==> src/rtl/adb_pkg.sv <==
// constants, carrier structs and state encoding for the ahb-to-axi combining bridge
// assumes one 10 MHz clock, 32-bit ahb-lite ports and a 32-bit axi master port
package adb_pkg;
  localparam int NUM_PORTS = 4;
  localparam int NUM_BUFS = 4;
  localparam int NUM_WR_BUFS = 3;
  localparam int RD_BUF = 3;
  localparam int LINE_WORDS = 4;
  localparam int HTRANS_ACTIVE_BIT = 1;
  localparam logic [1:0] LAST_BEAT = 2'h3;
  localparam logic [7:0] AXI_LEN_LINE = 8'h03;
  localparam logic [2:0] AXI_SIZE_WORD = 3'h2;
  localparam logic [1:0] AXI_BURST_INCR = 2'h1;
  localparam logic [2:0] HSIZE_BYTE = 3'h0;
  localparam logic [2:0] HSIZE_HALF = 3'h1;
  localparam logic HRESP_OKAY = 1'b0;
  localparam logic [3:0] LINE_OFS = 4'h0;
  localparam logic [31:0] DATA_RST = 32'h0000_0000;
  localparam logic [27:0] TAG_RST = 28'h000_0000;
  localparam logic [3:0] MASK_RST = 4'h0;
  localparam logic [1:0] IDX_RST = 2'h0;

  typedef logic [27:0] adb_tag_t;

  typedef struct packed {
    logic hsel;
    logic [31:0] haddr;
    logic [1:0] htrans;
    logic hwrite;
    logic [2:0] hsize;
    logic [31:0] hwdata;
    logic hready;
  } adb_ahb_req_t;

  typedef struct packed {
    logic hreadyout;
    logic hresp;
    logic [31:0] hrdata;
  } adb_ahb_rsp_t;

  typedef struct packed {
    logic awvalid;
    logic [31:0] awaddr;
    logic [7:0] awlen;
    logic [2:0] awsize;
    logic [1:0] awburst;
    logic wvalid;
    logic [31:0] wdata;
    logic [3:0] wstrb;
    logic wlast;
    logic bready;
    logic arvalid;
    logic [31:0] araddr;
    logic [7:0] arlen;
    logic [2:0] arsize;
    logic [1:0] arburst;
    logic rready;
  } adb_axi_out_t;

  typedef struct packed {
    logic awready;
    logic wready;
    logic bvalid;
    logic [1:0] bresp;
    logic arready;
    logic rvalid;
    logic [31:0] rdata;
    logic [1:0] rresp;
    logic rlast;
  } adb_axi_in_t;

  // gray along idle-look-read and look-flush paths
  typedef enum logic [2:0] {
    ST_IDLE = 3'h0,
    ST_LOOK = 3'h1,
    ST_RDAR = 3'h3,
    ST_RDR  = 3'h2,
    ST_FLB  = 3'h6,
    ST_FLAW = 3'h5,
    ST_FLW  = 3'h7
  } adb_state_t;
endpackage
==> src/rtl/adb_combining_bridge.sv <==
// four-port ahb-lite to single axi master bridge with write/read combining line buffers
// assumes all ports and the axi slave share ref_clk; one transfer per port outstanding
`timescale 1ns/100ps
module adb_combining_bridge
  import adb_pkg::*;
(
  input wire logic ref_clk,
  input wire logic rst,
  input wire adb_ahb_req_t ahbReq [NUM_PORTS],
  output adb_ahb_rsp_t ahbRsp [NUM_PORTS],
  output adb_axi_out_t axiOut,
  input wire adb_axi_in_t axiIn
);

  // lowest set bit of a four-bit vector
  function automatic logic [1:0] firstIdx(input logic [3:0] v);
    logic [1:0] r;
    r = 2'h0;
    for (int k = 3; k >= 0; k--) begin
      if (v[k]) begin
        r = 2'(k);
      end
    end
    return r;
  endfunction

  // next requester after the last granted one
  function automatic logic [1:0] rrPick(input logic [3:0] v, input logic [1:0] last);
    logic [1:0] r;
    logic [1:0] idx;
    logic found;
    r = last;
    found = 1'b0;
    for (int k = 1; k <= 4; k++) begin
      idx = 2'(last + 2'(k));
      if (v[idx] && !found) begin
        r = idx;
        found = 1'b1;
      end
    end
    return r;
  endfunction

  // byte lanes of one ahb beat
  function automatic logic [3:0] laneMask(input logic [2:0] size, input logic [1:0] ofs);
    logic [3:0] m;
    m = 4'hF;
    if (size == HSIZE_BYTE) begin
      m = 4'(4'h1 << ofs);
    end else if (size == HSIZE_HALF) begin
      m = ofs[1] ? 4'hC : 4'h3;
    end
    return m;
  endfunction

  // byte merge of new data over old
  function automatic logic [31:0] mergeWord(input logic [31:0] old, input logic [31:0] nw, input logic [3:0] be);
    logic [31:0] r;
    r = old;
    for (int k = 0; k < 4; k++) begin
      if (be[k]) begin
        r[k*8 +: 8] = nw[k*8 +: 8];
      end
    end
    return r;
  endfunction

  adb_state_t state_ff, nxt_state;
  logic [1:0] curPort_ff, nxt_curPort;
  logic [1:0] rrLast_ff;
  logic [1:0] flushSel_ff, nxt_flushSel;
  logic flushBack_ff, nxt_flushBack;
  logic [1:0] beat_ff;
  logic [1:0] victim_ff;
  logic [3:0] pend_ff;
  logic [3:0] resp_ff;
  logic [31:0] pAddr_ff [NUM_PORTS];
  logic pWrite_ff [NUM_PORTS];
  logic [2:0] pSize_ff [NUM_PORTS];
  logic [31:0] hrdata_ff [NUM_PORTS];
  adb_tag_t bufTag_ff [NUM_BUFS];
  logic bufValid_ff [NUM_BUFS];
  logic bufFull_ff [NUM_BUFS];
  logic bufDirty_ff [NUM_BUFS];
  logic [31:0] bufData_ff [NUM_BUFS][LINE_WORDS];
  logic [3:0] bufMask_ff [NUM_BUFS][LINE_WORDS];
  logic [3:0] tagHit, fullHit, dirtyVec, mergeEn, allocEn, flushDone;

  // decode of the granted request
  wire logic [31:0] curAddr = pAddr_ff[curPort_ff];
  wire logic curWrite = pWrite_ff[curPort_ff];
  wire adb_tag_t curTag = curAddr[31:4];
  wire logic [1:0] curWord = curAddr[3:2];
  wire logic [31:0] curWdata = ahbReq[curPort_ff].hwdata;
  // the dma port only issues words; lane mask still honours hsize for the others
  wire logic [3:0] curBe = laneMask(pSize_ff[curPort_ff], curAddr[1:0]);
  wire logic inLook = (state_ff == ST_LOOK);
  wire logic [3:0] reqVec = pend_ff & ~resp_ff;
  wire logic [2:0] tagHitW = tagHit[2:0];
  wire logic [2:0] dirtyW = dirtyVec[2:0];
  wire logic wrMatch = |tagHitW;
  wire logic [1:0] wrMatchIdx = firstIdx({1'b0, tagHitW});
  wire logic anyFree = ~&dirtyW;
  wire logic [1:0] freeIdx = firstIdx({1'b0, ~dirtyW});
  wire logic [1:0] wrIdx = wrMatch ? wrMatchIdx : freeIdx;
  wire logic wrTgt = inLook && curWrite && (wrMatch || anyFree);
  wire logic readHit = |fullHit;
  wire logic [1:0] hitIdx = firstIdx(fullHit);
  wire logic [31:0] hitWord = bufData_ff[hitIdx][curWord];
  wire logic finish = wrTgt || (inLook && !curWrite && readHit);
  // miss with no write buffer holding the line: refill the read-only buffer
  wire logic missEn = inLook && !curWrite && !readHit && !wrMatch;
  wire logic fillEn = (state_ff == ST_RDR) && axiIn.rvalid;
  wire logic fillDone = fillEn && axiIn.rlast;

  // per-buffer state; buffers 0..2 combine writes, buffer 3 only ever fills from reads
  for (genvar b = 0; b < NUM_BUFS; b++) begin : g_buf
    assign tagHit[b] = bufValid_ff[b] && (bufTag_ff[b] == curTag);
    assign fullHit[b] = tagHit[b] && bufFull_ff[b];
    assign dirtyVec[b] = bufDirty_ff[b];
    assign allocEn[b] = (b < NUM_WR_BUFS) && wrTgt && !wrMatch && (wrIdx == 2'(b));
    // writes also patch a full read copy so later hits stay current
    assign mergeEn[b] = wrTgt && ((b < NUM_WR_BUFS) ? (wrIdx == 2'(b)) : fullHit[b]);
    assign flushDone[b] = (state_ff == ST_FLB) && axiIn.bvalid && (flushSel_ff == 2'(b));

    always_ff @(posedge ref_clk or posedge rst) begin
      if (rst) begin
        bufTag_ff[b] <= TAG_RST;
        bufValid_ff[b] <= 1'b0;
        bufFull_ff[b] <= 1'b0;
        bufDirty_ff[b] <= 1'b0;
      end else if (allocEn[b]) begin
        bufTag_ff[b] <= curTag;
        bufValid_ff[b] <= 1'b1;
        bufFull_ff[b] <= 1'b0;
        bufDirty_ff[b] <= 1'b1;
      end else if (b == RD_BUF && missEn) begin
        bufValid_ff[b] <= 1'b0;
      end else if (b == RD_BUF && fillDone) begin
        bufTag_ff[b] <= curTag;
        bufValid_ff[b] <= 1'b1;
        bufFull_ff[b] <= 1'b1;
      end else if (flushDone[b]) begin
        bufDirty_ff[b] <= 1'b0;
        bufValid_ff[b] <= bufFull_ff[b]; // partial lines hold nothing useful once written out
      end else if (mergeEn[b] && b < NUM_WR_BUFS) begin
        bufDirty_ff[b] <= 1'b1;
      end
    end

    // line words and their written-byte masks
    always_ff @(posedge ref_clk or posedge rst) begin
      if (rst) begin
        for (int w = 0; w < LINE_WORDS; w++) begin
          bufData_ff[b][w] <= DATA_RST;
          bufMask_ff[b][w] <= MASK_RST;
        end
      end else begin
        for (int w = 0; w < LINE_WORDS; w++) begin
          if (mergeEn[b] && curWord == 2'(w)) begin
            bufData_ff[b][w] <= mergeWord(bufData_ff[b][w], curWdata, curBe);
            bufMask_ff[b][w] <= (allocEn[b] ? MASK_RST : bufMask_ff[b][w]) | curBe;
          end else if (allocEn[b] || flushDone[b]) begin
            bufMask_ff[b][w] <= MASK_RST;
          end else if (b == RD_BUF && fillEn && beat_ff == 2'(w)) begin
            bufData_ff[b][w] <= axiIn.rdata;
          end
        end
      end
    end
  end

  // ahb slave ports: one pending transfer each, stalled until the engine answers
  for (genvar p = 0; p < NUM_PORTS; p++) begin : g_port
    wire logic take = ahbReq[p].hsel && ahbReq[p].htrans[HTRANS_ACTIVE_BIT] && ahbReq[p].hready;
    assign ahbRsp[p].hreadyout = !pend_ff[p] || resp_ff[p];
    assign ahbRsp[p].hresp = HRESP_OKAY;
    assign ahbRsp[p].hrdata = hrdata_ff[p];

    always_ff @(posedge ref_clk or posedge rst) begin
      if (rst) begin
        pend_ff[p] <= 1'b0;
        resp_ff[p] <= 1'b0;
        pAddr_ff[p] <= DATA_RST;
        pWrite_ff[p] <= 1'b0;
        pSize_ff[p] <= HSIZE_BYTE;
        hrdata_ff[p] <= DATA_RST;
      end else begin
        pend_ff[p] <= take || (pend_ff[p] && !resp_ff[p]); // new address phase wins over completion
        resp_ff[p] <= finish && (curPort_ff == 2'(p));
        if (take) begin
          pAddr_ff[p] <= ahbReq[p].haddr;
          pWrite_ff[p] <= ahbReq[p].hwrite;
          pSize_ff[p] <= ahbReq[p].hsize;
        end
        if (finish && !curWrite && curPort_ff == 2'(p)) begin
          hrdata_ff[p] <= hitWord;
        end
      end
    end
  end

  // engine sequencing: serve one request, flush on eviction, coherence or idle
  always_comb begin
    nxt_state = state_ff;
    nxt_curPort = curPort_ff;
    nxt_flushSel = flushSel_ff;
    nxt_flushBack = flushBack_ff;
    case (state_ff)
      ST_IDLE: begin
        if (|reqVec) begin
          nxt_curPort = rrPick(reqVec, rrLast_ff);
          nxt_state = ST_LOOK;
        end else if (|dirtyW) begin
          nxt_flushSel = firstIdx({1'b0, dirtyW});
          nxt_flushBack = 1'b0;
          nxt_state = ST_FLAW;
        end
      end
      ST_LOOK: begin
        if (finish) begin
          nxt_state = ST_IDLE;
        end else if (curWrite) begin
          nxt_flushSel = victim_ff;
          nxt_flushBack = 1'b1;
          nxt_state = ST_FLAW;
        end else if (wrMatch) begin
          nxt_flushSel = wrMatchIdx;
          nxt_flushBack = 1'b1;
          nxt_state = ST_FLAW;
        end else begin
          nxt_state = ST_RDAR;
        end
      end
      ST_FLAW: nxt_state = axiIn.awready ? ST_FLW : ST_FLAW;
      ST_FLW: nxt_state = (axiIn.wready && beat_ff == LAST_BEAT) ? ST_FLB : ST_FLW;
      ST_FLB: begin
        if (axiIn.bvalid) begin
          nxt_state = flushBack_ff ? ST_LOOK : ST_IDLE;
        end
      end
      ST_RDAR: nxt_state = axiIn.arready ? ST_RDR : ST_RDAR;
      ST_RDR: nxt_state = fillDone ? ST_LOOK : ST_RDR;
      default: nxt_state = ST_IDLE;
    endcase
  end

  // engine registers
  always_ff @(posedge ref_clk or posedge rst) begin
    if (rst) begin
      state_ff <= ST_IDLE;
      curPort_ff <= IDX_RST;
      rrLast_ff <= 2'h3;
      flushSel_ff <= IDX_RST;
      flushBack_ff <= 1'b0;
      victim_ff <= IDX_RST;
    end else begin
      state_ff <= nxt_state;
      curPort_ff <= nxt_curPort;
      flushSel_ff <= nxt_flushSel;
      flushBack_ff <= nxt_flushBack;
      if (state_ff == ST_IDLE && |reqVec) begin
        rrLast_ff <= nxt_curPort;
      end
      if (inLook && curWrite && !finish) begin
        victim_ff <= (victim_ff == 2'(NUM_WR_BUFS - 1)) ? IDX_RST : 2'(victim_ff + 2'h1);
      end
    end
  end

  // beat counter shared by flush and refill bursts
  always_ff @(posedge ref_clk or posedge rst) begin
    if (rst) begin
      beat_ff <= IDX_RST;
    end else if (state_ff == ST_FLAW || state_ff == ST_RDAR) begin
      beat_ff <= IDX_RST;
    end else if ((state_ff == ST_FLW && axiIn.wready) || fillEn) begin
      beat_ff <= 2'(beat_ff + 2'h1);
    end
  end

  // axi master: whole-line incrementing bursts only
  assign axiOut.awvalid = (state_ff == ST_FLAW);
  assign axiOut.awaddr = {bufTag_ff[flushSel_ff], LINE_OFS};
  assign axiOut.awlen = AXI_LEN_LINE;
  assign axiOut.awsize = AXI_SIZE_WORD;
  assign axiOut.awburst = AXI_BURST_INCR;
  assign axiOut.wvalid = (state_ff == ST_FLW);
  assign axiOut.wdata = bufData_ff[flushSel_ff][beat_ff];
  assign axiOut.wstrb = bufMask_ff[flushSel_ff][beat_ff]; // untouched bytes are never overwritten
  assign axiOut.wlast = (beat_ff == LAST_BEAT);
  assign axiOut.bready = (state_ff == ST_FLB);
  assign axiOut.arvalid = (state_ff == ST_RDAR);
  assign axiOut.araddr = {curTag, LINE_OFS};
  assign axiOut.arlen = AXI_LEN_LINE;
  assign axiOut.arsize = AXI_SIZE_WORD;
  assign axiOut.arburst = AXI_BURST_INCR;
  assign axiOut.rready = (state_ff == ST_RDR);

endmodule

==> config.mk <==
export PLATFORM = sky130hd
export DESIGN_NAME = adb_combining_bridge
export DESIGN_NICKNAME = d
export VERILOG_FILES = /design/src/rtl/adb_pkg.sv /design/src/rtl/adb_combining_bridge.sv
export SDC_FILE = /design/constraint.sdc
export NUM_CORES = 2
export LEC_CHECK = 0
export ABC_AREA = 1
export BUFFER_PORTS_ARGS = -buffer_cell sky130_fd_sc_hd__buf_4
export CAP_MARGIN = 10
export CORE_ASPECT_RATIO = 0.5
export CORE_MARGIN = 4
export CORE_UTILIZATION = 37
export CTS_BUF_LIST = sky130_fd_sc_hd__clkbuf_8
export DETAILED_ROUTE_END_ITERATION = 16
export HOLD_SLACK_MARGIN = 0.1
export PLACE_DENSITY = 0.51
export SLEW_MARGIN = 20
export SYNTH_ARGS = -nofsm -noshare
export SYNTH_HDL_FRONTEND = slang
export SYNTH_SLANG_ARGS = --single-unit
==> constraint.sdc <==
create_clock -name ref_clk -period 67.4 [get_ports ref_clk]
set_input_delay 10.11 -clock ref_clk [delete_from_list [all_inputs] [get_ports ref_clk]]
set_output_delay 10.11 -clock ref_clk [all_outputs]
set_load 0.02 [all_outputs]
# After elaboration in Yosys (flattened, before gate mapping)
# Index checks and enable logic that the tools add are counted.
# op_classes
add_sub_neg,5
mul,0
div,0
n_lt_le_gt_ge,9
eq_ne,52
n_shift,1
muxes,163
bitwise,25
reduce_logical,212
# ops
op,n
$mux W32,18
$bmux W128 S2,2
$mux W128,4
$bmux W32 S2,3
$mux W4,37
$bmux W72 S2,1
$eq A28 B28 Y1,4
$reduce_and A2 Y1,50
$logic_and A1 B1 Y1,74
$mux W33,2
$or A4 B4 Y4,16
$bmux W28 S2,1
$mux W28,2
$mux W2,27
$reduce_and A3 Y1,17
$reduce_bool A2 Y1,25
$mux W1,41
$ne A2 B2 Y1 const B,19
$bmux W16 S2,1
$mux W16,2
$mux W8,4
$mux W3,8
$pmux W3 S7,1
$eq A2 B2 Y1 const B,10
30 further kinds,98
# totals
regBits,990
latch_bits,0
mem_bits_rw,0
rom_bits,0
in_bits,332
out_inout_bits,268
mem_count,0

# Depth between registers and ports, before layout
# depth
word_depth,22
ltp_mapped,25

# Worst setup path before layout
# No wires, ideal clock.
# synth_path
path_kind,reg2out
from,register flushSel_ff[1]
to,output port axiOut[80] (netlist name)
t_arrival_ns,1.808
required_ns,57.290
slack_ns,55.482
path_stages_with_launch,9
path_cell_list,dfrtp_1 > nor2_1 > clkbuf_1 > clkbuf_1 > clkbuf_1 > nand2_1 > o2111ai_1 > o211ai_1 > nand2_1
# synth_rtl
item,line,rtl
from (decl),adb_combining_bridge.sv:71,"logic [1:0] flushSel_ff, nxt_flushSel;"
from (signal assigned),adb_combining_bridge.sv:260,flushSel_ff <= nxt_flushSel;
to (decl),adb_combining_bridge.sv:11,"output adb_axi_out_t axiOut,"

==> report_table.html <==
<table>
<tr><th>Metric</th><th>Value</th></tr>
<tr><th colspan="2">Timing</th></tr>
<tr><td>Peak Freq</td><td>69.6 MHz</td></tr>
<tr><td>Slew headroom</td><td>29.2%</td></tr>
<tr><td>Setup violation total in the final timing report</td><td>0</td></tr>
<tr><td>Ratio of final minimum period to clock period</td><td>21.3%</td></tr>
<tr><td>Setup repair after global routing missed its margin</td><td>false</td></tr>
<tr><td>Post-layout minimum cycle time</td><td>14.37 ns</td></tr>
<tr><td>Number of endpoints with negative hold slack in the final report</td><td>0</td></tr>
<tr><td>Final WS setup</td><td>53.03 ns</td></tr>
<tr><td>Final clock skew</td><td>0.0716 ns</td></tr>
<tr><td>Count of pins over their slew limit</td><td>0</td></tr>
<tr><td>Least-Margin Pin Slew</td><td>1.06 ns</td></tr>
<tr><td>Total Neg Setup Slack</td><td>0 ns</td></tr>
<tr><th colspan="2">Worst setup path</th></tr>
<tr><td>Start point of the critical path</td><td>flushSel_ff[1]$_DFFE_PP0P_</td></tr>
<tr><td>Setup crit start kind</td><td>flip-flop</td></tr>
<tr><td>Capturing element type of the critical path</td><td>output port</td></tr>
<tr><td>Length in cells of the worst reg-to-reg path</td><td>23</td></tr>
<tr><td>Setup slack, reg-to-reg</td><td>60.78 ns</td></tr>
<tr><td>Required arrival time at the worst endpoint</td><td>57.29 ns</td></tr>
<tr><td>R2R Path End</td><td>bufData_ff[447]$_DFFE_PP0P_</td></tr>
<tr><td>Data arrival time of the critical path</td><td>4.26 ns</td></tr>
<tr><td>Worst reg2reg path startpoint</td><td>curPort_ff[0]$_DFF_PP0_</td></tr>
<tr><td>Crit path kind</td><td>flip-flop to output port</td></tr>
<tr><td>Maximum fanout encountered on the critical timing path</td><td>51</td></tr>
<tr><th colspan="2">Die</th></tr>
<tr><td>Placeable core region</td><td>141,000 sq um</td></tr>
<tr><td>Die width</td><td>543 um</td></tr>
<tr><td>Number of rows in the core area</td><td>97</td></tr>
<tr><td>Initial Utilization</td><td>37.6%</td></tr>
<tr><td>Number of top-level pins</td><td>600</td></tr>
<tr><td>Die footprint</td><td>150,000 sq um</td></tr>
<tr><td>Die extent in y</td><td>276 um</td></tr>
<tr><th colspan="2">Min path</th></tr>
<tr><td>Origin of the worst min-delay path</td><td>bufData_ff[416]$_DFFE_PP0P_</td></tr>
<tr><td>Hold path depth</td><td>2</td></tr>
<tr><td>Worst Hold Class</td><td>flip-flop to flip-flop</td></tr>
<tr><td>Destination of the worst hold path</td><td>bufData_ff[416]$_DFFE_PP0P_</td></tr>
<tr><th colspan="2">Power and ir drop</th></tr>
<tr><td>Worst IR drop on VDD</td><td>0.0000316 V</td></tr>
<tr><td>Switch share</td><td>50.9%</td></tr>
<tr><td>Net switching power of the design</td><td>0.00151 W</td></tr>
<tr><td>Power share of the clock group</td><td>18.6%</td></tr>
<tr><td>Int Pwr</td><td>0.00146 W</td></tr>
<tr><td>Sequential fraction of design power</td><td>29.1%</td></tr>
<tr><td>Share of power burned in combinational logic</td><td>52.3%</td></tr>
<tr><td>Total leakage power</td><td>31.9 nW</td></tr>
<tr><td>Pwr per Cell Area</td><td>48.2 nW/um^2</td></tr>
<tr><th colspan="2">GRT</th></tr>
<tr><td>Via count of the first global-routing pass</td><td>47,700</td></tr>
<tr><td>Total track usage</td><td>28.2%</td></tr>
<tr><td>Global-route wire length before repair</td><td>319,000 um</td></tr>
<tr><td>Pin count of the biggest net entering global routing</td><td>147</td></tr>
<tr><td>Total gr overflow</td><td>0</td></tr>
<tr><td>Number of antenna violations at the first check in global routing</td><td>1</td></tr>
<tr><th colspan="2">Clocking</th></tr>
<tr><td>TritonCTS clock tree</td><td>built</td></tr>
<tr><td>Post-cts repair resize count</td><td>0</td></tr>
<tr><td>Maximum buffer depth of the clock tree</td><td>4</td></tr>
<tr><td>Post-CTS Setup Inserts</td><td>0</td></tr>
<tr><td>TritonCTS Sinks</td><td>990</td></tr>
<tr><td>H-Tree Level Count</td><td>4</td></tr>
<tr><td>Hold buffer count at CTS</td><td>0</td></tr>
<tr><td>Cell chosen for the clock root</td><td>sky130_fd_sc_hd__clkbuf_8</td></tr>
<tr><td>Clock input transition at the sequential cells of the worst setup and hold paths</td><td>0.06 ns</td></tr>
<tr><td>Cts bufs inserted</td><td>165</td></tr>
<tr><td>Insertion delay to the later sink of the worst-skew pair</td><td>0.88 ns</td></tr>
<tr><th colspan="2">Routing</th></tr>
<tr><td>Average via count per standard cell</td><td>5.28</td></tr>
<tr><td>Number of nets with antenna violations after detailed routing</td><td>0</td></tr>
<tr><td>Mean routed wirelength per cell</td><td>23.3 um</td></tr>
<tr><td>Iter 0 DRT Violations</td><td>4,060</td></tr>
<tr><td>Count of unresolved DRC violations after routing</td><td>0</td></tr>
<tr><td>Vias after detailed routing</td><td>49,000</td></tr>
<tr><td>Count of TritonRoute iterations in the first routing pass</td><td>6</td></tr>
<tr><td>Routed wire length</td><td>216,000 um</td></tr>
<tr><th colspan="2">Yosys</th></tr>
<tr><td>Share of flip-flops with an asynchronous set or reset</td><td>100%</td></tr>
<tr><td>Commonest cells in the synthesized netlist</td><td>sky130_fd_sc_hd__nand2_1 (2,825), sky130_fd_sc_hd__dfrtp_1 (988), sky130_fd_sc_hd__inv_1 (563), sky130_fd_sc_hd__nand3_1 (493), sky130_fd_sc_hd__o21ai_0 (254)</td></tr>
<tr><td>Flip-flop and latch count after synthesis</td><td>990</td></tr>
<tr><td>Seq/Total Area, Yosys</td><td>46.8%</td></tr>
<tr><td>Per-instance average area after synthesis</td><td>7.72 sq um</td></tr>
<tr><td>Synth top area share</td><td>46.7%</td></tr>
<tr><td>Netlist cell types</td><td>58</td></tr>
<tr><td>Post-Syn Instances</td><td>6,864</td></tr>
<tr><td>Dominant cell type by area after synthesis</td><td>sky130_fd_sc_hd__dfrtp_1</td></tr>
<tr><td>Ranking of synthesized cells by area</td><td>sky130_fd_sc_hd__dfrtp_1 (47%), sky130_fd_sc_hd__nand2_1 (20%), sky130_fd_sc_hd__nand3_1 (4.7%)</td></tr>
<tr><td>Dominant synthesized flop cell</td><td>sky130_fd_sc_hd__dfrtp_1</td></tr>
<tr><td>Count of synthesis-stage warnings from yosys</td><td>0</td></tr>
<tr><td>Number of synthesized flops with an enable pin</td><td>0</td></tr>
<tr><td>Most frequent cell after synthesis</td><td>sky130_fd_sc_hd__nand2_1</td></tr>
<tr><td>Synth Cell Area</td><td>53,000 sq um</td></tr>
<tr><th colspan="2">Place</th></tr>
<tr><td>Sum of net half-perimeters after detailed placement</td><td>151,000 um</td></tr>
<tr><td>Worst slack after detailed placement</td><td>53.70 ns</td></tr>
<tr><td>Count of input and output buffers</td><td>553</td></tr>
<tr><td>Global placement routability congestion</td><td>0.933</td></tr>
<tr><th colspan="2">Flow run</th></tr>
<tr><td>Number of max-capacitance violations reported</td><td>0</td></tr>
<tr><th colspan="2">Finish</th></tr>
<tr><td>Area growth from synthesis to layout</td><td>16.4%</td></tr>
<tr><td>Number of nets at the end of the flow</td><td>7,614</td></tr>
<tr><td>Fraction of final layout cells with drive strength greater than 1</td><td>16.6%</td></tr>
<tr><th colspan="2">Outcome</th></tr>
<tr><td>Outcome</td><td>finished clean</td></tr>
</table>
routing by layer:
| layer | vias up | wire (um) | track usage (%) |
|---|---|---|---|
| met2 | 1480 | 104000 | 48.2 |
| met5 | - | 0 | 0 |
| met1 | 24000 | 91300 | 36.5 |
| li1 | 23200 | - | - |
| met3 | 391 | 10700 | 3.46 |
| met4 | 0 | 9850 | 11.9 |
layout by cell type, fill, tap and decap left out, types with 41 or more instances in the layout:
cell	instances
sky130_fd_sc_hd__a22oi_1	179
sky130_fd_sc_hd__nor2_1	121
sky130_fd_sc_hd__clkbuf_8	214
sky130_fd_sc_hd__buf_4	642
sky130_fd_sc_hd__nand4_1	160
sky130_fd_sc_hd__o21ai_1	173
sky130_fd_sc_hd__a21oi_1	59
sky130_fd_sc_hd__nand2_1	2821
sky130_fd_sc_hd__nand3_1	489
sky130_fd_sc_hd__o2111ai_1	65
sky130_fd_sc_hd__o21ai_0	254
sky130_fd_sc_hd__mux2_2	141
sky130_fd_sc_hd__inv_1	607
sky130_fd_sc_hd__nand2_2	41
sky130_fd_sc_hd__dfrtp_1	985
worst max-delay path: stages, from the launching register on:
cell	delay, ns
sky130_fd_sc_hd__dfrtp_1	0.54
sky130_fd_sc_hd__nor2_4	0.04
sky130_fd_sc_hd__buf_4	0.36
sky130_fd_sc_hd__inv_2	0.48
sky130_fd_sc_hd__buf_4	0.79
sky130_fd_sc_hd__o2bb2ai_1	0.11
sky130_fd_sc_hd__a221oi_1	0.29
sky130_fd_sc_hd__a21oi_1	0.11
sky130_fd_sc_hd__o21ai_0	0.27
sky130_fd_sc_hd__nand2_1	0.18
sky130_fd_sc_hd__buf_4	0.21
power by group through the flow:
stage               logic (W)  clock network, W  registers (W)
floorplan            0.000969                 0       0.000832
global placement      0.00155                 0       0.000871
detailed placement    0.00155                 0       0.000873
CTS                   0.00156          0.000564       0.000863
global route          0.00168          0.000592       0.000881
finish                0.00155          0.000552       0.000864
layout make-up:
| class | instances | area (sq um) |
|---|---|---|
| fill | 14900 | 79400 |
| inverter | 584 | 2210 |
| multi-input combinational | 4892 | 24200 |
| tap | 1881 | 2350 |
| clock buffer | 214 | 2950 |
| clock inverter | 70 | 304 |
| timing repair buffer | 645 | 4880 |
| sequential | 990 | 24800 |
| antenna | 2 | 5.00 |
sequential cells by signal, indices dropped and copies added, names as in the netlist:
| signal | cells |
|---|---|
| ahbRsp | 128 |
| beat_ff | 2 |
| bufData_ff | 512 |
| bufDirty_ff | 3 |
| bufFull_ff | 1 |
| bufMask_ff | 64 |
| bufTag_ff | 112 |
| bufValid_ff | 4 |
| curPort_ff | 2 |
| flushBack_ff | 1 |
| flushSel_ff | 2 |
| pAddr_ff | 128 |
| pSize_ff | 12 |
| pWrite_ff | 4 |
| pend_ff | 4 |
| resp_ff | 4 |
| rrLast_ff | 2 |
| state_ff | 3 |
| victim_ff | 2 |
kinds of logic (layout without fill, tap and decap cells):
| group | count (synthesis) | after routing | share of synthesized area, % |
|---|---|---|---|
| other cells | 2 | 40 | 0.0142 |
| xor+xnor | 9 | 9 | 0.149 |
| mux | 142 | 142 | 3.02 |
| fa+ha+maj | 4 | 4 | 0.0945 |
| flops | 990 | 990 | 46.8 |
| buf+inv | 1018 | 1513 | 8.11 |
| compound gates | 901 | 901 | 11.0 |
| simple gates | 3798 | 3798 | 30.9 |
metrics by stage:
stage	util [%]	total power (W)	std cells	hold WS [ns]	instance area, sq um
finish	43.7	0.00297	9278	0.471	61600
global route	43.7	0.00316	9277	0.481	61600
CTS	43.7	0.00298	9276	0.473	61600
detailed placement	41.4	0.00243	8992	0.458	58400
global placement	41.4	0.00242	8992	0.453	58400
floorplan	-	0.00180	6900	0.442	53100
worst max path at each step:
| stage | end | slack (ns) | cells past startpoint |
|---|---|---|---|
| after floorplan | ahbRsp[0]$_DFFE_PP0P_ | 29.44 | 1 |
| after CTS | axiOut[67] | 53.02 | 10 |
| final | axiOut[67] | 53.03 | 10 |
| after global placement | bufData_ff[155]$_DFFE_PP0P_ | 53.68 | 5 |
| after global routing | axiOut[67] | 52.88 | 10 |
| after detailed placement | bufData_ff[187]$_DFFE_PP0P_ | 53.70 | 5 |
No activity file was read; power rests on OpenSTA's default activity.
